**config.mk**
```make
export PLATFORM = sky130hd
export DESIGN_NAME = pac_core
export DESIGN_NICKNAME = d
export VERILOG_FILES = /design/src/verilog/pac_pkg.sv /design/src/verilog/pac_core.sv /design/src/verilog/pac_resolve.sv /design/src/verilog/pac_strap_latch.sv
export VERILOG_INCLUDE_DIRS = /design/src /design/src/verilog
export SDC_FILE = /design/constraint.sdc
export NUM_CORES = 1
export LEC_CHECK = 0
export ABC_CLOCK_PERIOD_IN_PS = 2800
export BUFFER_PORTS_ARGS = -buffer_cell sky130_fd_sc_hd__buf_2
export CORE_ASPECT_RATIO = 1.4
export CORE_UTILIZATION = 30
export DETAILED_ROUTE_END_ITERATION = 6
export PLACE_DENSITY = 0.53
export SKIP_CTS_REPAIR_TIMING = 1
export SLEW_MARGIN = 40
export SYNTH_ARGS = -nofsm -noshare
export SYNTH_HDL_FRONTEND = slang
export SYNTH_HIERARCHICAL = 1
export SYNTH_SLANG_ARGS = --single-unit
export TNS_END_PERCENT = 100
```
**constraint.sdc**
```tcl
create_clock -name clk_i -period 2.8 [get_ports clk_i]
set_clock_uncertainty 0.1 [all_clocks]
set_input_delay 0.56 -clock clk_i [delete_from_list [all_inputs] [get_ports clk_i]]
set_output_delay 0.56 -clock clk_i [all_outputs]
set_load 0.01 [all_outputs]
```
**src/verilog/pac_map.svh**
```systemverilog
// register offsets, field positions and reset values for the negotiation config block
`ifndef PAC_MAP_SVH
`define PAC_MAP_SVH

`define PAC_OFS_CONTROL 5'h00
`define PAC_OFS_STATUS 5'h01
`define PAC_OFS_ADVERTISE 5'h04
`define PAC_OFS_PARTNER 5'h05
`define PAC_OFS_EXPANSION 5'h06
`define PAC_OFS_LINK_STATUS 5'h10
`define PAC_OFS_PCS 5'h16

`define PAC_CTL_SPEED 13
`define PAC_CTL_NEGOTIATION_ENABLE_STRAP 12
`define PAC_CTL_RESTART 9
`define PAC_CTL_DUPLEX 8

`define PAC_ADV_LSB 5
`define PAC_ADV_MSB 8
`define PAC_SELECTOR 5'h01
`define PAC_PAGE_NEXT 15
`define PAC_PAGE_REMOTE_FAULT 13

`define PAC_STS_FIXED 16'h7849
`define PAC_STS_COMPLETE 5
`define PAC_STS_REMOTE_FAULT 4
`define PAC_STS_LINK 2

`define PAC_EXP_PD_FAULT 4
`define PAC_EXP_PARTNER_NP 3
`define PAC_EXP_LOCAL_NP 2
`define PAC_EXP_PAGE_RX 1
`define PAC_EXP_PARTNER_ABLE 0

`define PAC_LST_LINK 0
`define PAC_LST_SPEED10 1
`define PAC_LST_DUPLEX 2
`define PAC_LST_COMPLETE 4

`define PAC_PCS_FIBER 6
`define PAC_PCS_FEF 3
`define PAC_PCS_SCR_BYPASS 1
`define PAC_PCS_DSCR_BYPASS 0

`define PAC_PD_WORD_100 16'h0081
`define PAC_PD_WORD_10 16'h0021
`define PAC_ABIL_10_BOTH 4'h3
`define PAC_ABIL_100_BOTH 4'hc
`define PAC_ABIL_HALF_BOTH 4'h5
`define PAC_ABIL_ALL 4'hf

`endif

```
**src/verilog/pac_pkg.sv**
```systemverilog
// types shared by the negotiation config block
package pac_pkg;

    typedef enum logic [1:0] {
        PAC_AN_IDLE = 2'h0,
        PAC_AN_ABILITY = 2'h1,
        PAC_AN_NEXT = 2'h3,
        PAC_AN_DONE = 2'h2
    } pac_an_e;

    typedef struct packed {
        pac_an_e an;
        logic speed;
        logic negotiation_enable_strap;
        logic dup;
        logic [3:0] adv;
        logic [15:0] partner;
        logic fiber;
        logic fef;
        logic scr;
        logic dscr;
        logic complete;
        logic pd_fault;
        logic partner_np;
        logic page_rx;
        logic partner_able;
        logic remote_fault;
        logic res_speed;
        logic res_dup;
        logic link;
    } pac_port_s;

    typedef struct packed {
        pac_port_s [1:0] port;
        logic [15:0] rdata;
    } pac_state_s;

    typedef struct packed {
        logic armed;
        logic load;
        logic fiber;
        logic negotiation_enable_strap;
        logic speed;
        logic dup;
        logic [3:0] adv;
    } pac_strap_s;

endpackage

```
**src/verilog/pac_core.sv**
```systemverilog
// dual port media select, negotiation control and status registers
//
// The plain strobed port was decided locally.
`timescale 1ns/1ps
`include "pac_map.svh"
module pac_core
    import pac_pkg::*;
#(
    parameter logic LOCAL_NP_ABLE = 1'b0
) (
    input wire logic clk_i,
    input wire logic reset_i,
    input wire logic [5:0] addr_i,
    input wire logic [15:0] wdata_i,
    input wire logic wr_i,
    input wire logic rd_i,
    output logic [15:0] rdata_o,
    input wire logic [1:0] media_strap_i,
    input wire logic [1:0] negotiation_enable_strap_i,
    input wire logic [1:0] ability_strap_high_i,
    input wire logic [1:0] ability_strap_low_i,
    input wire logic [1:0] rx_page_valid_i,
    input wire logic [1:0][15:0] rx_page_word_i,
    input wire logic [1:0] link10_good_i,
    input wire logic [1:0] link100_good_i,
    output logic [1:0] flp_enable_o,
    output logic [1:0][15:0] adv_word_o,
    output logic [1:0] fiber_mode_o,
    output logic [1:0] far_end_fault_en_o,
    output logic [1:0] scrambler_bypass_o,
    output logic [1:0] descrambler_bypass_o,
    output logic [1:0] speed100_o,
    output logic [1:0] full_duplex_o,
    output logic [1:0] link_up_o,
    output logic [1:0] negotiation_done_o
);

    // per-port fields plus the registered read word
    pac_state_s q, d;

    logic [1:0] st_load;
    logic [1:0] st_fiber;
    logic [1:0] st_negotiation_enable_strap;
    logic [1:0] st_speed;
    logic [1:0] st_dup;
    logic [1:0][3:0] st_adv;
    logic [1:0] rs_valid;
    logic [1:0] rs_speed;
    logic [1:0] rs_full;
    logic [1:0][3:0] common;

    ////////////////////////////////////////////////////////////////////////////////
    // per-port strap capture and resolution

    for (genvar g = 0; g < 2; g++) begin : g_port
        pac_strap_latch u_strap (
            .clk_i(clk_i),
            .reset_i(reset_i),
            .media_strap_i(media_strap_i[g]),
            .negotiation_enable_strap_i(negotiation_enable_strap_i[g]),
            .ability_strap_high_i(ability_strap_high_i[g]),
            .ability_strap_low_i(ability_strap_low_i[g]),
            .load_o(st_load[g]),
            .fiber_o(st_fiber[g]),
            .negotiation_enable_strap_o(st_negotiation_enable_strap[g]),
            .speed_o(st_speed[g]),
            .dup_o(st_dup[g]),
            .adv_o(st_adv[g])
        );

        // resolution uses the page on the wire in the cycle it is valid
        assign common[g] = q.port[g].adv & rx_page_word_i[g][`PAC_ADV_MSB:`PAC_ADV_LSB];

        pac_resolve u_resolve (
            .common_i(common[g]),
            .valid_o(rs_valid[g]),
            .speed100_o(rs_speed[g]),
            .full_o(rs_full[g])
        );
    end

    ////////////////////////////////////////////////////////////////////////////////
    // register read formatting

    function automatic logic [15:0] adv_word(input pac_port_s s);
        logic [15:0] w;
        w = 16'h0000;
        w[`PAC_ADV_MSB:`PAC_ADV_LSB] = s.adv;
        w[4:0] = `PAC_SELECTOR;
        return w;
    endfunction

    function automatic logic [15:0] read_reg(input pac_port_s s, input logic [4:0] a);
        logic [15:0] r;
        r = 16'h0000;
        case (a)
            `PAC_OFS_CONTROL: begin
                // restart bit is write-only and reads zero
                r[`PAC_CTL_SPEED] = s.speed;
                r[`PAC_CTL_NEGOTIATION_ENABLE_STRAP] = s.negotiation_enable_strap;
                r[`PAC_CTL_DUPLEX] = s.dup;
            end
            `PAC_OFS_STATUS: begin
                r = `PAC_STS_FIXED;
                r[`PAC_STS_COMPLETE] = s.complete;
                r[`PAC_STS_REMOTE_FAULT] = s.remote_fault;
                r[`PAC_STS_LINK] = s.link;
            end
            `PAC_OFS_ADVERTISE: begin
                r = adv_word(s);
            end
            `PAC_OFS_PARTNER: begin
                r = s.partner;
            end
            `PAC_OFS_EXPANSION: begin
                r[`PAC_EXP_PD_FAULT] = s.pd_fault;
                r[`PAC_EXP_PARTNER_NP] = s.partner_np;
                r[`PAC_EXP_LOCAL_NP] = LOCAL_NP_ABLE;
                r[`PAC_EXP_PAGE_RX] = s.page_rx;
                r[`PAC_EXP_PARTNER_ABLE] = s.partner_able;
            end
            `PAC_OFS_LINK_STATUS: begin
                r[`PAC_LST_LINK] = s.link;
                r[`PAC_LST_SPEED10] = s.link & ~s.res_speed;
                r[`PAC_LST_DUPLEX] = s.link & s.res_dup;
                r[`PAC_LST_COMPLETE] = s.complete;
            end
            `PAC_OFS_PCS: begin
                r[`PAC_PCS_FIBER] = s.fiber;
                r[`PAC_PCS_FEF] = s.fef;
                r[`PAC_PCS_SCR_BYPASS] = s.scr;
                r[`PAC_PCS_DSCR_BYPASS] = s.dscr;
            end
            default: r = 16'h0000;
        endcase
        return r;
    endfunction

    ////////////////////////////////////////////////////////////////////////////////
    // next state

    always_comb begin
        logic sel;
        logic start;
        logic line_ok;
        logic pd_one;
        d = q;
        sel = 1'b0;
        start = 1'b0;
        line_ok = 1'b0;
        pd_one = 1'b0;
        d.rdata = 16'h0000;
        if (rd_i) begin
            d.rdata = read_reg(q.port[addr_i[5]], addr_i[4:0]);
        end
        for (int p = 0; p < 2; p++) begin
            sel = (addr_i[5] == p[0]);
            start = 1'b0;

            // strap load once after reset release
            // values land two edges after reset release
            if (st_load[p]) begin
                d.port[p].fiber = st_fiber[p];
                d.port[p].fef = st_fiber[p];
                d.port[p].scr = st_fiber[p];
                d.port[p].dscr = st_fiber[p];
                d.port[p].negotiation_enable_strap = st_negotiation_enable_strap[p];
                d.port[p].speed = st_speed[p];
                d.port[p].dup = st_dup[p];
                d.port[p].adv = st_adv[p];
                start = st_negotiation_enable_strap[p];
            end

            // register writes
            // port chosen by address bit 5, same offsets on both ports
            if (wr_i && sel) begin
                case (addr_i[4:0])
                    `PAC_OFS_CONTROL: begin
                        d.port[p].speed = wdata_i[`PAC_CTL_SPEED];
                        d.port[p].negotiation_enable_strap = wdata_i[`PAC_CTL_NEGOTIATION_ENABLE_STRAP];
                        d.port[p].dup = wdata_i[`PAC_CTL_DUPLEX];
                        // a set enable starts from a cleared bit, or from a set one when the restart bit is also written
                        start = wdata_i[`PAC_CTL_NEGOTIATION_ENABLE_STRAP] & (~q.port[p].negotiation_enable_strap | wdata_i[`PAC_CTL_RESTART]);
                    end
                    `PAC_OFS_ADVERTISE: begin
                        d.port[p].adv = wdata_i[`PAC_ADV_MSB:`PAC_ADV_LSB];
                    end
                    `PAC_OFS_PCS: begin
                        d.port[p].fiber = wdata_i[`PAC_PCS_FIBER];
                        d.port[p].fef = wdata_i[`PAC_PCS_FEF];
                        d.port[p].scr = wdata_i[`PAC_PCS_SCR_BYPASS];
                        d.port[p].dscr = wdata_i[`PAC_PCS_DSCR_BYPASS];
                    end
                    default: begin
                    end
                endcase
            end

            // read side effects, before any set so a set wins
            if (rd_i && sel && addr_i[4:0] == `PAC_OFS_EXPANSION) begin
                d.port[p].pd_fault = 1'b0;
                d.port[p].page_rx = 1'b0;
            end

            // negotiation sequence
            // no break-link timer: a restart goes straight to ability exchange
            // fiber media never negotiates
            if (!d.port[p].negotiation_enable_strap || d.port[p].fiber) begin
                d.port[p].an = PAC_AN_IDLE;
                d.port[p].complete = 1'b0;
            end else if (start) begin
                d.port[p].an = PAC_AN_ABILITY;
                d.port[p].complete = 1'b0;
                d.port[p].pd_fault = 1'b0;
                d.port[p].partner_able = 1'b0;
                d.port[p].partner_np = 1'b0;
            end else begin
                case (q.port[p].an)
                    PAC_AN_IDLE: begin
                        d.port[p].an = PAC_AN_IDLE;
                    end
                    PAC_AN_ABILITY: begin
                        pd_one = link10_good_i[p] ^ link100_good_i[p];
                        if (rx_page_valid_i[p]) begin
                            d.port[p].partner = rx_page_word_i[p];
                            d.port[p].page_rx = 1'b1;
                            d.port[p].partner_able = 1'b1;
                            d.port[p].partner_np = rx_page_word_i[p][`PAC_PAGE_NEXT];
                            d.port[p].remote_fault = rx_page_word_i[p][`PAC_PAGE_REMOTE_FAULT];
                            d.port[p].res_speed = rs_speed[p];
                            d.port[p].res_dup = rs_full[p];
                            if (rx_page_word_i[p][`PAC_PAGE_NEXT]) begin
                                d.port[p].an = PAC_AN_NEXT;
                            end else if (rs_valid[p]) begin
                                d.port[p].an = PAC_AN_DONE;
                                d.port[p].complete = 1'b1;
                            end
                        // parallel detect only until a partner page has been seen
                        end else if (!q.port[p].partner_able && pd_one) begin
                            d.port[p].partner = link100_good_i[p] ? `PAC_PD_WORD_100 : `PAC_PD_WORD_10;
                            d.port[p].res_speed = link100_good_i[p];
                            d.port[p].res_dup = 1'b0;
                            d.port[p].partner_able = 1'b0;
                            d.port[p].complete = 1'b1;
                            d.port[p].an = PAC_AN_DONE;
                        end else if (!q.port[p].partner_able && link10_good_i[p] && link100_good_i[p]) begin
                            d.port[p].pd_fault = 1'b1;
                        end
                    end
                    PAC_AN_NEXT: begin
                        if (rx_page_valid_i[p]) begin
                            d.port[p].partner = rx_page_word_i[p];
                            d.port[p].page_rx = 1'b1;
                            if (!rx_page_word_i[p][`PAC_PAGE_NEXT]) begin
                                d.port[p].an = PAC_AN_DONE;
                                d.port[p].complete = 1'b1;
                            end
                        end
                    end
                    PAC_AN_DONE: begin
                        line_ok = q.port[p].res_speed ? link100_good_i[p] : link10_good_i[p];
                        // lost link resumes negotiation
                        if (!line_ok) begin
                            d.port[p].an = PAC_AN_ABILITY;
                            d.port[p].complete = 1'b0;
                            d.port[p].partner_able = 1'b0;
                        end
                    end
                    default: begin
                        d.port[p].an = PAC_AN_IDLE;
                    end
                endcase
            end

            // resolved mode and link
            // forced mode: fiber always runs at 100
            if (d.port[p].an == PAC_AN_IDLE) begin
                d.port[p].res_speed = d.port[p].fiber | d.port[p].speed;
                d.port[p].res_dup = d.port[p].dup;
            end
            line_ok = d.port[p].res_speed ? link100_good_i[p] : link10_good_i[p];
            d.port[p].link = line_ok & (d.port[p].an == PAC_AN_IDLE || d.port[p].an == PAC_AN_DONE);
        end
    end

    ////////////////////////////////////////////////////////////////////////////////
    // state register
    // synchronous reset clears every port field

    always_ff @(posedge clk_i) begin
        if (reset_i) begin
            q <= '0;
        end else begin
            q <= d;
        end
    end

    ////////////////////////////////////////////////////////////////////////////////
    // outputs
    // flp bursts only while pages are exchanged

    assign rdata_o = q.rdata;

    for (genvar o = 0; o < 2; o++) begin : g_out
        assign flp_enable_o[o] = (q.port[o].an == PAC_AN_ABILITY) || (q.port[o].an == PAC_AN_NEXT);
        assign adv_word_o[o] = adv_word(q.port[o]);
        assign fiber_mode_o[o] = q.port[o].fiber;
        assign far_end_fault_en_o[o] = q.port[o].fef;
        assign scrambler_bypass_o[o] = q.port[o].scr;
        assign descrambler_bypass_o[o] = q.port[o].dscr;
        assign speed100_o[o] = q.port[o].res_speed;
        assign full_duplex_o[o] = q.port[o].res_dup;
        assign link_up_o[o] = q.port[o].link;
        assign negotiation_done_o[o] = q.port[o].complete;
    end

endmodule

```
**src/verilog/pac_resolve.sv**
```systemverilog
// highest common ability picker
`timescale 1ns/1ps
module pac_resolve (
    input wire logic [3:0] common_i,
    output logic valid_o,
    output logic speed100_o,
    output logic full_o
);

    always_comb begin
        valid_o = 1'b1;
        speed100_o = 1'b0;
        full_o = 1'b0;
        if (common_i[3]) begin
            speed100_o = 1'b1;
            full_o = 1'b1;
        end else if (common_i[2]) begin
            speed100_o = 1'b1;
        end else if (common_i[1]) begin
            full_o = 1'b1;
        end else if (!common_i[0]) begin
            valid_o = 1'b0;
        end
    end

endmodule

```
**src/verilog/pac_strap_latch.sv**
```systemverilog
// one-time capture and decode of the media and negotiation straps of one port
`timescale 1ns/1ps
`include "pac_map.svh"
module pac_strap_latch
    import pac_pkg::*;
(
    input wire logic clk_i,
    input wire logic reset_i,
    input wire logic media_strap_i,
    input wire logic negotiation_enable_strap_i,
    input wire logic ability_strap_high_i,
    input wire logic ability_strap_low_i,
    output logic load_o,
    output logic fiber_o,
    output logic negotiation_enable_strap_o,
    output logic speed_o,
    output logic dup_o,
    output logic [3:0] adv_o
);

    pac_strap_s q, d;

    function automatic logic [3:0] advert(input logic an, input logic h, input logic l);
        logic [3:0] r;
        r = 4'h0;
        if (!an) begin
            r[{h, l}] = 1'b1;
        end else begin
            case ({h, l})
                2'b00: r = `PAC_ABIL_10_BOTH;
                2'b01: r = `PAC_ABIL_100_BOTH;
                2'b10: r = `PAC_ABIL_HALF_BOTH;
                default: r = `PAC_ABIL_ALL;
            endcase
        end
        return r;
    endfunction

    always_comb begin
        d = q;
        d.load = 1'b0;
        if (!q.armed) begin
            d.armed = 1'b1;
            d.load = 1'b1;
            d.fiber = media_strap_i;
            d.negotiation_enable_strap = negotiation_enable_strap_i;
            d.speed = ability_strap_high_i;
            d.dup = ability_strap_low_i;
            d.adv = advert(negotiation_enable_strap_i, ability_strap_high_i, ability_strap_low_i);
        end
    end

    always_ff @(posedge clk_i) begin
        if (reset_i) begin
            q <= '0;
        end else begin
            q <= d;
        end
    end

    assign load_o = q.load;
    assign fiber_o = q.fiber;
    assign negotiation_enable_strap_o = q.negotiation_enable_strap;
    assign speed_o = q.speed;
    assign dup_o = q.dup;
    assign adv_o = q.adv;

endmodule
```
Word level (Yosys, flattened, before mapping). Index checks and enable logic that the tools add are counted.

Flip-flop bits (word level): 112. Bits in latches: 0. Bits in writable memories: 0. Bits in read-only memories: 0. Input bits: 72. Output and inout bits: 66. Word-level logic and storage cells: 335. Memories kept: 0.

Add/subtract/negate cells: 0. Multiply operators: 0. Divide/modulo/power cells: 0. $lt $le $gt $ge: 5. Equality and inequality tests: 38. Shifts and indexed selects: 0. Muxes and demuxes: 155. Bitwise logic cells: 23. Reductions and logical operators: 61.

Operators by type and width (number): $mux 16 (6); $mux 36 (2); $mux 1 (66); $pmux 16 s2 (2); $mux 2 (30); $mux 7 (6); $mux 4 (10); $pmux 4 s3 (2); $reduce_and 4->1 (6); $mux 3 (6); $mux 9 (2); $ne 3x3->1 const B (6); $reduce_bool 3->1 (6); $eq 2x2->1 const B (8); $mux 8 (2); $pmux 2 s4 (2); $reduce_bool 2->1 (8); $eq 5x3->1 const B (3); $pmux 1 s3 (5); $logic_and 1x1->1 (14); $reduce_and 7->1 (2); $logic_not 2->1 (6); $ne 2x2->1 const B (6); $pmux 1 s4 (3); other kinds (27) (73).

Logic depth before layout (Yosys ltp). Gate-level depths: netlist of the first run.

Depth after elaboration: 15. Gate-level depth with buffers: 11.

By module. Netlist of the first run, hierarchy kept.

By module, submodules not included: pac_core (times used 1, cells an instance 658, area each 5522.8 µm²); pac_strap_latch (times used 2, cells an instance 43, area each 436.7 µm²); pac_resolve (times used 2, cells an instance 4, area each 23.8 µm²).

Worst setup path before layout of the first run. OpenSTA, ideal clock, no wires.

Kind: input to register. Start: input port rx_page_word_i[23] (netlist name). End: register q (netlist bit link_up_o[1]). Library setup time: 0.072 ns. Arrival time: 2.664 ns. Required time: 2.628 ns. Slack: -0.036 ns. Stages: 9. Buffers on the path: 0. Path through: and2_1 or2_1 or3_1 or2_2 a221o_1 a211oi_1 o21a_1 a31o_1 mux2i_1.

Elaborated cells between the ends (all ways): 21. Those cells by class: eq/ne (1); mux (16); bitwise (2); reduce/logical (2).

RTL lines: start, declared (line pac_core.sv:23) `input wire logic [1:0][15:0] rx_page_word_i,`; $and 4x4->4 (line pac_core.sv:72) `` assign common[g] = q.port[g].adv & rx_page_word_i[g][`PAC_ADV_MSB:`PAC_ADV_LSB]; ``; $mux 1 (line pac_resolve.sv:17) `end else if (common_i[2]) begin`; $mux 1 (line pac_resolve.sv:14) `if (common_i[3]) begin`; net rs_speed[1] (line pac_core.sv:48) `logic [1:0] rs_speed;`; $mux 2 (line pac_core.sv:224) `if (rx_page_valid_i[p]) begin`; $mux 3 (line pac_core.sv:218) `case (q.port[p].an)`; $mux 3 (line pac_core.sv:211) `end else if (start) begin`; $mux 7 (line pac_core.sv:208) `if (!d.port[p].negotiation_enable_strap || d.port[p].fiber) begin`; $mux 2 (line pac_core.sv:277) `if (d.port[p].an == PAC_AN_IDLE) begin`; $mux 1 (line pac_core.sv:281) `line_ok = d.port[p].res_speed ? link100_good_i[p] : link10_good_i[p];`; $and 1x1->1 (line pac_core.sv:282) `d.port[p].link = line_ok & (d.port[p].an == PAC_AN_IDLE || d.port[p].an == PAC_AN_DONE);`; end signal, assigned (line pac_core.sv:292) `q <= '0;`; end signal, assigned (line pac_core.sv:294) `q <= d;`; end, declared (line pac_core.sv:39) `pac_state_s q, d;`.

The timed path passes the listed nets, and every way through them passes these cells. The select of a mux whose other input is x is not followed. A chain may end at the register's enable or synchronous reset.

==> qor.yml, run 1 <==
min_from: "media_strap_i[1]"
final-setup-viol-count: 0
peakVddDrop_mv: 0.261
tritoncts: "done"
seq_area_mm2: 0.00224
r2r-start: "adv_word_o[24]"
overflow: 0
synth-simple-area-share_pct: 21.1
syn_avg_cell_area_um2: 8.57
post-route-min-period_ns: 2.70
syn2layout_area_growth_pct: 14.4
gp_congestion: 0.856
async_flop_share_pct: 0
power_switching_uw: 954
initial_utilization_pct: 30.5
port_buffers: 107
cp-end-kind: "register"
syn_area_mm2: 0.00644
route.detailed.drc: 0
antenna_left: 0
slew_violations: 0
layout-drive-gt1-share_pct: 25.4
clkTransAtPathRegs_ns: 0.08
synthMuxAreaShare_pct: 13.8
timing.slew.headroom_pct: 51.0
startpoint: "adv_word_o[24]"
yosysTopAreaCellShare_pct: 34.8
drv_cap: 0
antenna_found_initial: 0
die-area_mm2: 0.0221
clock_power_share_pct: 37.8
synth_compound_area_share_pct: 15.8
hp-class: "in2reg"
fin_crit_sh_pct: 96.3
start_kind: "register"
ctsHtreeMaxLevel: 3
required_ns: 2.98
vias_per_cell: 5.00
synthesis.instances: 752
arrival_ns: 2.88
antenna_cells: 0
die_y_um: 175
pwr-share-seq_pct: 49.0
first_global_vias: 5263
power_density_mw_per_mm2: 461
first_pass_iters: 6
p_int_uw: 2440
drtIter0Drc: 493
dp_hpwl_um: 15500
wl_um: 20000
clk_latency_ns: 0.36
yosysTopAreaCell: "dfxtp_1"
grt_max_degree: 97
critPathMaxFanout: 3
fmaxAchievable_mhz: 371
ys_seq_area_share_pct: 34.8
synthAdderAreaFrac_pct: 0.777
ys_top_cells_by_area: "dfxtp_1, mux2i_1, buf_4"
fin_ws_ns: 0.103
synth_top_family_by_area: "simple AND/OR/NAND/NOR gates"
hold_violations: 0
fillers: 2272
status: "completed"
synth_edf_count: 0
rows: 63
synth_xor_area_share_pct: 0.408
grt_pass1_wl_um: 30300
dieWidth_um: 126
pre_cts_ws_ns: -0.339
critPathKind: "reg2reg"
clockRootBuffer: "clkbuf_16"
totalPowerFinal_uw: 3400
yosysUniqueCellTypes: 73
cts_buffers: 9
swShare_pct: 28.1
rsz0062_at_grt: "no"
route.vias.total: 5465
combPwrFrac_pct: 13.1
grt_usage_pct: 18.3
wl_per_cell_um: 18.3
worst_slew_pin_slew_ns: 0.734
ys.flop_type: "dfxtp_1"
coreArea_mm2: 0.0211
p_leak_uw: 0.00314
yosysWarnings: 6
multi_input_area_mm2: 0.00345
pin_count: 138
clock-sinks: 112
nets: 903
ys_seq_elements: 112
ctsLongestPathBuffers: 2
-- worst max-delay path, stage by stage (launching register included) --
cell and delay [ns]:
dfxtp_1 0.32, and2_4 0.13, or2_1 0.24, or3_4 0.41, or2_4 0.24, a221o_1 0.35
a211oi_2 0.29, o21a_1 0.16, a31o_1 0.19, mux2i_1 0.20
-- cells in the final DEF (no fill, tap or decap), drive strengths merged, types with 4 or more instances in the layout --
| master | synthesis | layout |
|---|---|---|
| nand3 | 19 | 19 |
| a21oi | 53 | 53 |
| nor2 | 91 | 91 |
| dfxtp | 112 | 112 |
| nor2b | 24 | 24 |
| nor3 | 18 | 18 |
| mux2i | 71 | 71 |
| nand2b | 11 | 11 |
| nand3b | 6 | 6 |
| a22oi | 5 | 5 |
| and3 | 5 | 5 |
| inv | 22 | 26 |
| and2 | 9 | 9 |
| ha | 4 | 4 |
| o21a | 5 | 5 |
| mux2 | 13 | 13 |
| a21o | 5 | 5 |
| a211oi | 28 | 28 |
| o21ai | 18 | 18 |
| conb | 2 | 24 |
| or2 | 9 | 9 |
| or3 | 4 | 4 |
| nand2 | 37 | 37 |
| a311oi | 5 | 5 |
| clkbuf | 26 | 10 |
| nand4 | 5 | 5 |
| buf | 91 | 159 |
-- path summary, 6_finish.rpt --
| check | endpoint | cells after the start | slack (ns) |
|---|---|---|---|
| max reg2reg | link_up_o[1] | 9 | 0.10 |
| max | link_up_o[1] | 9 | 0.10 |
| min reg2reg | q[76] | 2 | 0.35 |
| min | g_port[1].u_strap/fiber_o | 3 | 0.34 |
-- Yosys cell counts (4+ instances only) --
library cell / instances
nand3_1: 19
or2_1: 5
nand3b_1: 6
buf_4: 73
nor2b_1: 24
nor3_1: 16
nor2_1: 90
and2_1: 9
o21ai_0: 18
mux2i_1: 70
or2_2: 4
buf_6: 4
buf_2: 9
mux2_2: 13
buf_1: 4
a211oi_1: 27
a21o_1: 5
nand4_1: 5
inv_1: 22
ha_1: 4
nand2_1: 37
nand2b_1: 11
a22oi_1: 5
a21oi_1: 53
and3_1: 5
dfxtp_1: 112
clkbuf_1: 26
or3_1: 4
o21a_1: 5
-- cells by family (layout without fill, tap and decap cells) --
logic type / count (synthesis) / count (layout)
other: 2 / 24
XOR/XNOR: 3 / 3
adder cells (fa/ha/maj): 4 / 4
AO/OA/AOI/OAI: 151 / 151
multiplexers: 85 / 85
buffers and inverters: 139 / 197
flip-flops: 112 / 112
AND/OR/NAND/NOR: 256 / 256
-- area by class of cell --
class / instances / area share (%)
multi-input combinational: 523 / 46.8
sequential: 112 / 30.4
clock inverter: 6 / 0.781
clock buffer: 10 / 3.11
timing repair buffer: 159 / 13.3
inverter: 22 / 1.12
tap: 260 / 4.41
-- sequential cells by signal (all words and copies together) (netlist names) --
name                                       cells
link_up_o                                      2
scrambler_bypass_o                             2
negotiation_done_o                             2
g_port.u_strap/negotiation_enable_strap_o      2
g_port.u_strap/q                               2
adv_word_o                                     8
g_port.u_strap/dup_o                           2
g_port.u_strap/adv_o                           8
g_port.u_strap/speed_o                         2
speed100_o                                     2
full_duplex_o                                  2
g_port.u_strap/load_o                          2
rdata_o                                       16
q                                             52
fiber_mode_o                                   2
descrambler_bypass_o                           2
g_port.u_strap/fiber_o                         2
far_end_fault_en_o                             2
-- power groups by stage --
stage,Combinational (uW),Sequential [uW],Clock (uW)
2_1_floorplan,317,1680,0
3_3_place_gp,442,1710,0
3_5_place_dp,443,1700,0
4_1_cts,445,1670,1320
5_1_grt,487,1670,1380
6_report,447,1670,1290
-- per-layer routing --
layer / vias up / global-route usage, % / share of wire [%]
met1: 2605 / 21.1 / 41
li1: 2696 / - / -
met3: 28 / 3.02 / 3.6
met2: 136 / 33.2 / 52
met5: - / 0 / 0
met4: 0 / 7.78 / 3.2
-- metrics by stage --
stage / setup TNS [ns] / hold WS [ns] / util [%] / cell area, um^2 / cells
detailed placement: -0.991 / 0.344 / 33.4 / 7050 / 1074
floorplan: 0 / 0.328 / - / 6530 / 774
global placement: -0.911 / 0.335 / 33.4 / 7050 / 1074
finish: 0 / 0.338 / 34.9 / 7370 / 1092
global route: 0 / 0.332 / 34.9 / 7370 / 1092
CTS: 0 / 0.323 / 34.7 / 7340 / 1090
Note: power is estimated with default switching activity, not from simulation.
==> run 2, diff against run 1 <==
- ABC_CLOCK_PERIOD_IN_PS: 2800 -> 3300
- CAP_MARGIN: default -> 5
- CORE_ASPECT_RATIO: 1.4 -> default
- PLACE_DENSITY: 0.53 -> 0.51
- clock period: 2.8 -> 3.3 ns (I/O delays scaled with it)
==> run 2 against run 1 <==
Effect of this change:
- setup slack improved by 0.20 ns
- total power fell by 14%
- critical path depth grew 1
- routed wire length down 2.9%
- design area shrank 3.2%
- hold slack improved by 0.015 ns
- sequential power is 15% lower
- non-clock buffer count shrank 30
- flip-flop and latch count is the same
- clock power fell by 11%
- clock-buffer cell count up 1
- largest cell class unchanged
- highest routed layer unchanged
==> qor.yml, run 2 (same netlist as run 1, synthesis figures left out) <==
cpMaxStageDelayCell: "a211oi_1"  # was or3_4
final-setup-viol-count: 0  # unchanged
grt_usage_pct: 17.9  # was 18.3%
worst_slew_pin_slew_ns: 0.707  # was 0.734 ns
gp_congestion: 0.879  # was 0.856
overflow: 0  # unchanged
first_global_vias: 5005  # was 5263
clockRootBuffer: "clkbuf_16"  # unchanged
cts_buffers: 9  # unchanged
route.detailed.drc: 0  # unchanged
fin_setup_tns_ns: 0  # unchanged
clk_latency_ns: 0.37  # was 0.36 ns
layout-drive-gt1-share_pct: 21.9  # was 25.4%
fin_cells: 1081  # was 1092
ctsHtreeMaxLevel: 3  # unchanged
wl_met2_um: 8730  # was 10400 um
crit_family: "compound AO/OA/AOI/OAI gates"  # was simple AND/OR/NAND/NOR gates
vias_per_cell: 4.98  # was 5.00
first_pass_iters: 5  # was 6
status: "completed"  # unchanged
critPathMaxFanout: 3  # unchanged
fin_crit_sh_pct: 90.8
worstPathCellList: "buf_2 -> and2_1 -> or2_1 -> or3_1 -> or2_2 -> a221o_1 -> a211oi_1 -> o21a_1 -> a31o_1 -> mux2i_1"  # was and2_4 -> or2_1 -> or3_4 -> or2_4 -> a221o_1 -> a211oi_2 -> o21a_1 -> a31o_1 -> mux2i_1
arrival_ns: 3.20  # was 2.88 ns
fillers: 2228  # was 2272
whs_ns: 0.353  # was 0.338 ns
tritoncts: "done"  # unchanged
wl_met1_um: 9040  # was 8260 um
wl_per_cell_um: 18.0  # was 18.3 um
port_buffers: 107  # unchanged
route.vias.total: 5378  # was 5465
required_ns: 3.50  # was 2.98 ns
final_util_pct: 33.9  # was 34.9%
dp_cells: 1061  # was 1074
critPathKind: "in2reg"  # was reg2reg
layout_common_cells: "dfxtp_1, buf_2, nor2_1, mux2i_1, a21oi_1"  # unchanged
die_y_um: 149  # was 175 um
peakVddDrop_mv: 0.243  # was 0.261 mV
antenna_left: 0  # unchanged
timing.slew.headroom_pct: 52.8  # was 51.0%
largest_register_ffs: 52  # unchanged
coreArea_mm2: 0.0210  # was 0.0211 mm^2
grt_pass1_wl_um: 29400  # was 30300 um
nets: 873  # was 903
ctsLongestPathBuffers: 2  # unchanged
antenna_found_initial: 3  # was 0
crit_buf_inv: 1  # was 0
grt_max_degree: 97  # unchanged
start_kind: "primary input"  # was register
fmaxAchievable_mhz: 334
dpl_cell_area_mm2: 0.00682  # was 0.00705 mm^2
post-route-min-period_ns: 3.00
rsz0062_at_grt: "no"  # unchanged
hold_violations: 0  # unchanged
top_layer_used: "met4"  # unchanged
slowest_delay_ns: 0.40  # was 0.41 ns
hp-class: "reg2reg"  # was in2reg
slew_violations: 0  # unchanged
die-area_mm2: 0.0221  # about the same
cp-end-kind: "register"  # unchanged
dieWidth_um: 149  # was 126 um
initial_utilization_pct: 30.7  # was 30.5%
p_leak_uw: 0.00298  # was 0.00314 uW
drv_cap: 0  # unchanged
dp_hpwl_um: 14700  # was 15500 um
wl_met3_um: 1370  # was 719 um
mostFrequentLayoutCell: "dfxtp_1"  # unchanged
clock-sinks: 112  # unchanged
drtIter0Drc: 482  # was 493
pin_count: 138  # unchanged
wl_um: 19400  # was 20000 um
postLayoutCellArea_mm2: 0.00713  # was 0.00737 mm^2
power_density_mw_per_mm2: 410  # was 461 mW/mm^2
syn2layout_area_growth_pct: 10.7  # was 14.4%
rows: 53  # was 63
clkTransAtPathRegs_ns: 0.08  # about the same
regMostFlops: "q"  # unchanged
[run 2: final cells by class]
type,count,area (um^2),area share [%]
multi-input combinational,523,3440,48.2
sequential,112,2240,31.4
tap,275,344,4.82
inverter,22,82.6,1.16
clock buffer,11,243,3.40
clock inverter,5,63.8,0.894
timing repair buffer,129,713,10.0
antenna,4,10.0,0.140
[run 2: where the power goes]
part / switching (uW) / internal, uW / leakage (uW)
combinational: 212 / 141 / 0.00193
sequential: 35.2 / 1380 / 0.000909
clock: 537 / 618 / 0.000147
total: 784 / 2140 / 0.00298
[run 2: worst register-to-register path: stages, from the launching register on]
cell	delay, ns
dfxtp_1	0.35
and2_1	0.15
or2_1	0.23
or3_1	0.36
or2_2	0.30
a221o_1	0.38
a211oi_1	0.40
o21a_1	0.20
a31o_1	0.21
mux2i_1	0.19
[run 2: path summary, 6_finish.rpt]
kind | end | slack (ns) | depth (start not counted) | start
max reg2reg | link_up_o[1] | 0.38 | 9 | adv_word_o[23]
min reg2reg | q[79] | 0.35 | 2 | q[79]
max | link_up_o[1] | 0.30 | 10 | rx_page_word_i[24]
min | q[79] | 0.35 | 2 | q[79]
[run 2: metrics by stage]
step | worst slack [ns] | power (uW)
3_3_place_gp | -0.0201 | 1800
3_5_place_dp | -0.0686 | 1800
6_report | 0.304 | 2930
2_1_floorplan | 0.364 | 1700
4_1_cts | 0.314 | 2960
5_1_grt | 0.193 | 3040
[run 2: per-layer routing]
layer,up-vias,GRT usage (%)
li1,2629,-
met1,2556,24.7
met2,177,27.6
met3,16,3.74
met4,0,5.46
met5,-,0
==> run 3, diff against run 2 <==
- GPL_TIMING_DRIVEN: default -> 0
==> run 3 against run 2 <==
Effect of this change:
- combinational power grew 17%
- critical path depth shrank 1
- final cell count grew 8.0%
- highest routed layer is now met5
- flip-flop and latch count is the same
- first-iteration DRC count shrank 33%
- largest cell class unchanged
- non-clock buffer count grew 92
- utilization grew 2.7 points
- routed wire length grew 8.2%
- fmax shrank 4.3%
- hold slack gained 0.0019 ns
- clock power shrank 7%
- design area grew 7.9%
==> qor.yml, run 3 (same netlist as run 1, synthesis figures left out) <==
layout_common_cells: "buf_2, dfxtp_1, nor2_1, buf_4, mux2i_1"  # was dfxtp_1, buf_2, nor2_1, mux2i_1, a21oi_1
fmaxAchievable_mhz: 319  # was 334 MHz
whs_ns: 0.355  # was 0.353 ns
initial_utilization_pct: 30.7  # unchanged
antenna_cells: 0  # was 4
swShare_pct: 27.2  # was 26.8%
final-setup-viol-count: 0  # unchanged
clockRootBuffer: "clkbuf_16"  # unchanged
dpl_cell_area_mm2: 0.00740  # was 0.00682 mm^2
layout-drive-gt1-share_pct: 27.0  # was 21.9%
syn2layout_area_growth_pct: 19.5  # was 10.7%
fin_crit_sh_pct: 94.9  # was 90.8%
cp-endpoint: "link_up_o[1]"  # unchanged
post-route-min-period_ns: 3.13  # was 3.00 ns
mostFrequentLayoutCell: "buf_2"  # was dfxtp_1
die-area_mm2: 0.0221  # unchanged
dp_hpwl_um: 16300  # was 14700 um
drtIter0Drc: 324  # was 482
grt_usage_pct: 19.6  # was 17.9%
slew_violations: 0  # unchanged
pwr-share-seq_pct: 48.7  # was 48.4%
coreArea_mm2: 0.0210  # unchanged
hold_violations: 0  # unchanged
hp-class: "reg2reg"  # unchanged
rsz0062_at_grt: "no"  # unchanged
timing.rr.end: "link_up_o[1]"  # unchanged
combPwrFrac_pct: 14.2  # was 12.1%
startpoint: "adv_word_o[23]"  # was rx_page_word_i[24]
cp-end-kind: "register"  # unchanged
p_leak_uw: 0.00335  # was 0.00298 uW
first_global_vias: 5323  # was 5005
fin_setup_tns_ns: 0  # unchanged
arrival_ns: 3.32  # was 3.20 ns
clock-sinks: 112  # unchanged
slowest_delay_ns: 0.42  # was 0.40 ns
regMostFlops: "q"  # unchanged
peakVddDrop_mv: 0.230  # was 0.243 mV
first_pass_iters: 5  # unchanged
worstRegToRegCells: 9  # unchanged
pin_count: 138  # unchanged
r2r_setup_slack_ns: 0.17  # was 0.38 ns
start_kind: "register"  # was primary input
required_ns: 3.49  # was 3.50 ns
grt_max_degree: 18  # was 97
ctsHtreeMaxLevel: 3  # unchanged
largest_register_ffs: 52  # unchanged
clk_latency_ns: 0.36  # was 0.37 ns
tritoncts: "done"  # unchanged
route.vias.total: 5624  # was 5378
grt_pass1_wl_um: 31900  # was 29400 um
power_density_mw_per_mm2: 377  # was 410 mW/mm^2
rows: 53  # unchanged
antenna_found_initial: 1  # was 3
totalPowerFinal_uw: 2900  # was 2930 uW
drv_cap: 0  # unchanged
status: "completed"  # unchanged
antenna_left: 0  # unchanged
seq_area_mm2: 0.00224  # unchanged
critPathKind: "reg2reg"  # was in2reg
worst_slew_pin_slew_ns: 0.824  # was 0.707 ns
nets: 965  # was 873
dieWidth_um: 149  # unchanged
die_y_um: 149  # unchanged
clkTransAtPathRegs_ns: 0.07  # was 0.08 ns
fillers: 2249  # was 2228
wl_um: 21000  # was 19400 um
multi_input_area_mm2: 0.00346  # was 0.00344 mm^2
r2r-start: "adv_word_o[23]"  # unchanged
critPathMaxFanout: 4  # was 3
overflow: 0  # unchanged
min_from: "q[69]"  # was q[79]
clock_power_share_pct: 37.0  # was 39.5%
gp_congestion: 0.883  # was 0.879
cts_buffers: 9  # unchanged
power_switching_uw: 790  # was 784 uW
wl_per_cell_um: 18.0  # about the same
worstPathCellList: "and2_1 -> or2_1 -> or3_1 -> or2_2 -> a221o_1 -> a211oi_1 -> o21a_1 -> a31o_1 -> mux2i_1"  # was buf_2 -> and2_1 -> or2_1 -> or3_1 -> or2_2 -> a221o_1 -> a211oi_1 -> o21a_1 -> a31o_1 -> mux2i_1
route.detailed.drc: 0  # unchanged
timing.slew.headroom_pct: 45.0  # was 52.8%
p_int_uw: 2110  # was 2140 uW
ctsLongestPathBuffers: 2  # unchanged
postLayoutCellArea_mm2: 0.00770  # was 0.00713 mm^2
port_buffers: 104  # was 107
cpMaxStageDelayCell: "dfxtp_1"  # was a211oi_1
vias_per_cell: 4.82  # was 4.98
run 3: changes by cell type in the layout (fill, tap and decap cells not counted), sizes merged:
| cell | delta |
|---|---|
| buf | +65 |
| bufinv | -1 |
| clkbuf | +27 |
| clkinv | +2 |
| diode | -4 |
| inv | -2 |
run 3: layout make-up:
class / count / area share [%]
multi-input combinational: 523 / 44.9
timing repair buffer: 104 / 6.76
buffer: 117 / 9.96
sequential: 112 / 29.1
clock buffer: 11 / 3.28
clock inverter: 4 / 0.390
inverter: 22 / 1.07
tap: 275 / 4.47
run 3: routing by layer:
metal | routed length (um) | global-route usage (%) | part of all wire (%)
met1 | 10000 | 27.7 | 48
met2 | 9450 | 30.5 | 45
met3 | 1200 | 3.28 | 5.7
met4 | 317 | 5.15 | 1.5
met5 | 13 | 0 | 0.062
run 3: worst min-delay path by stage:
stage | endpoint | cells past startpoint
finish | q[69] | 2
global route | q[69] | 2
CTS | q[69] | 2
detailed placement | q[69] | 2
global placement | q[68] | 2
floorplan | q[68] | 2
run 3: critical path, delay by kind of cell (launching register included):
kind / cells / cell delay, ns
AO/OA/AOI/OAI: 4 / 1.24
multiplexers: 1 / 0.20
AND/OR/NAND/NOR: 4 / 1.10
flip-flops: 1 / 0.42
run 3: through the flow:
stage,utilization (%),cells,setup WS (ns)
floorplan,-,774,0.364
global placement,35.2,1153,-0.759
detailed placement,35.2,1153,-0.265
CTS,36.5,1168,0.115
global route,36.6,1168,0.0259
finish,36.6,1168,0.169
run 3: power groups by stage:
| stage | Combinational (uW) | Sequential [uW] | Clock (uW) |
|---|---|---|---|
| 2_1_floorplan | 268 | 1430 | 0 |
| 3_3_place_gp | 412 | 1450 | 0 |
| 3_5_place_dp | 411 | 1450 | 0 |
| 4_1_cts | 413 | 1410 | 1100 |
| 5_1_grt | 452 | 1420 | 1150 |
| 6_report | 414 | 1410 | 1070 |
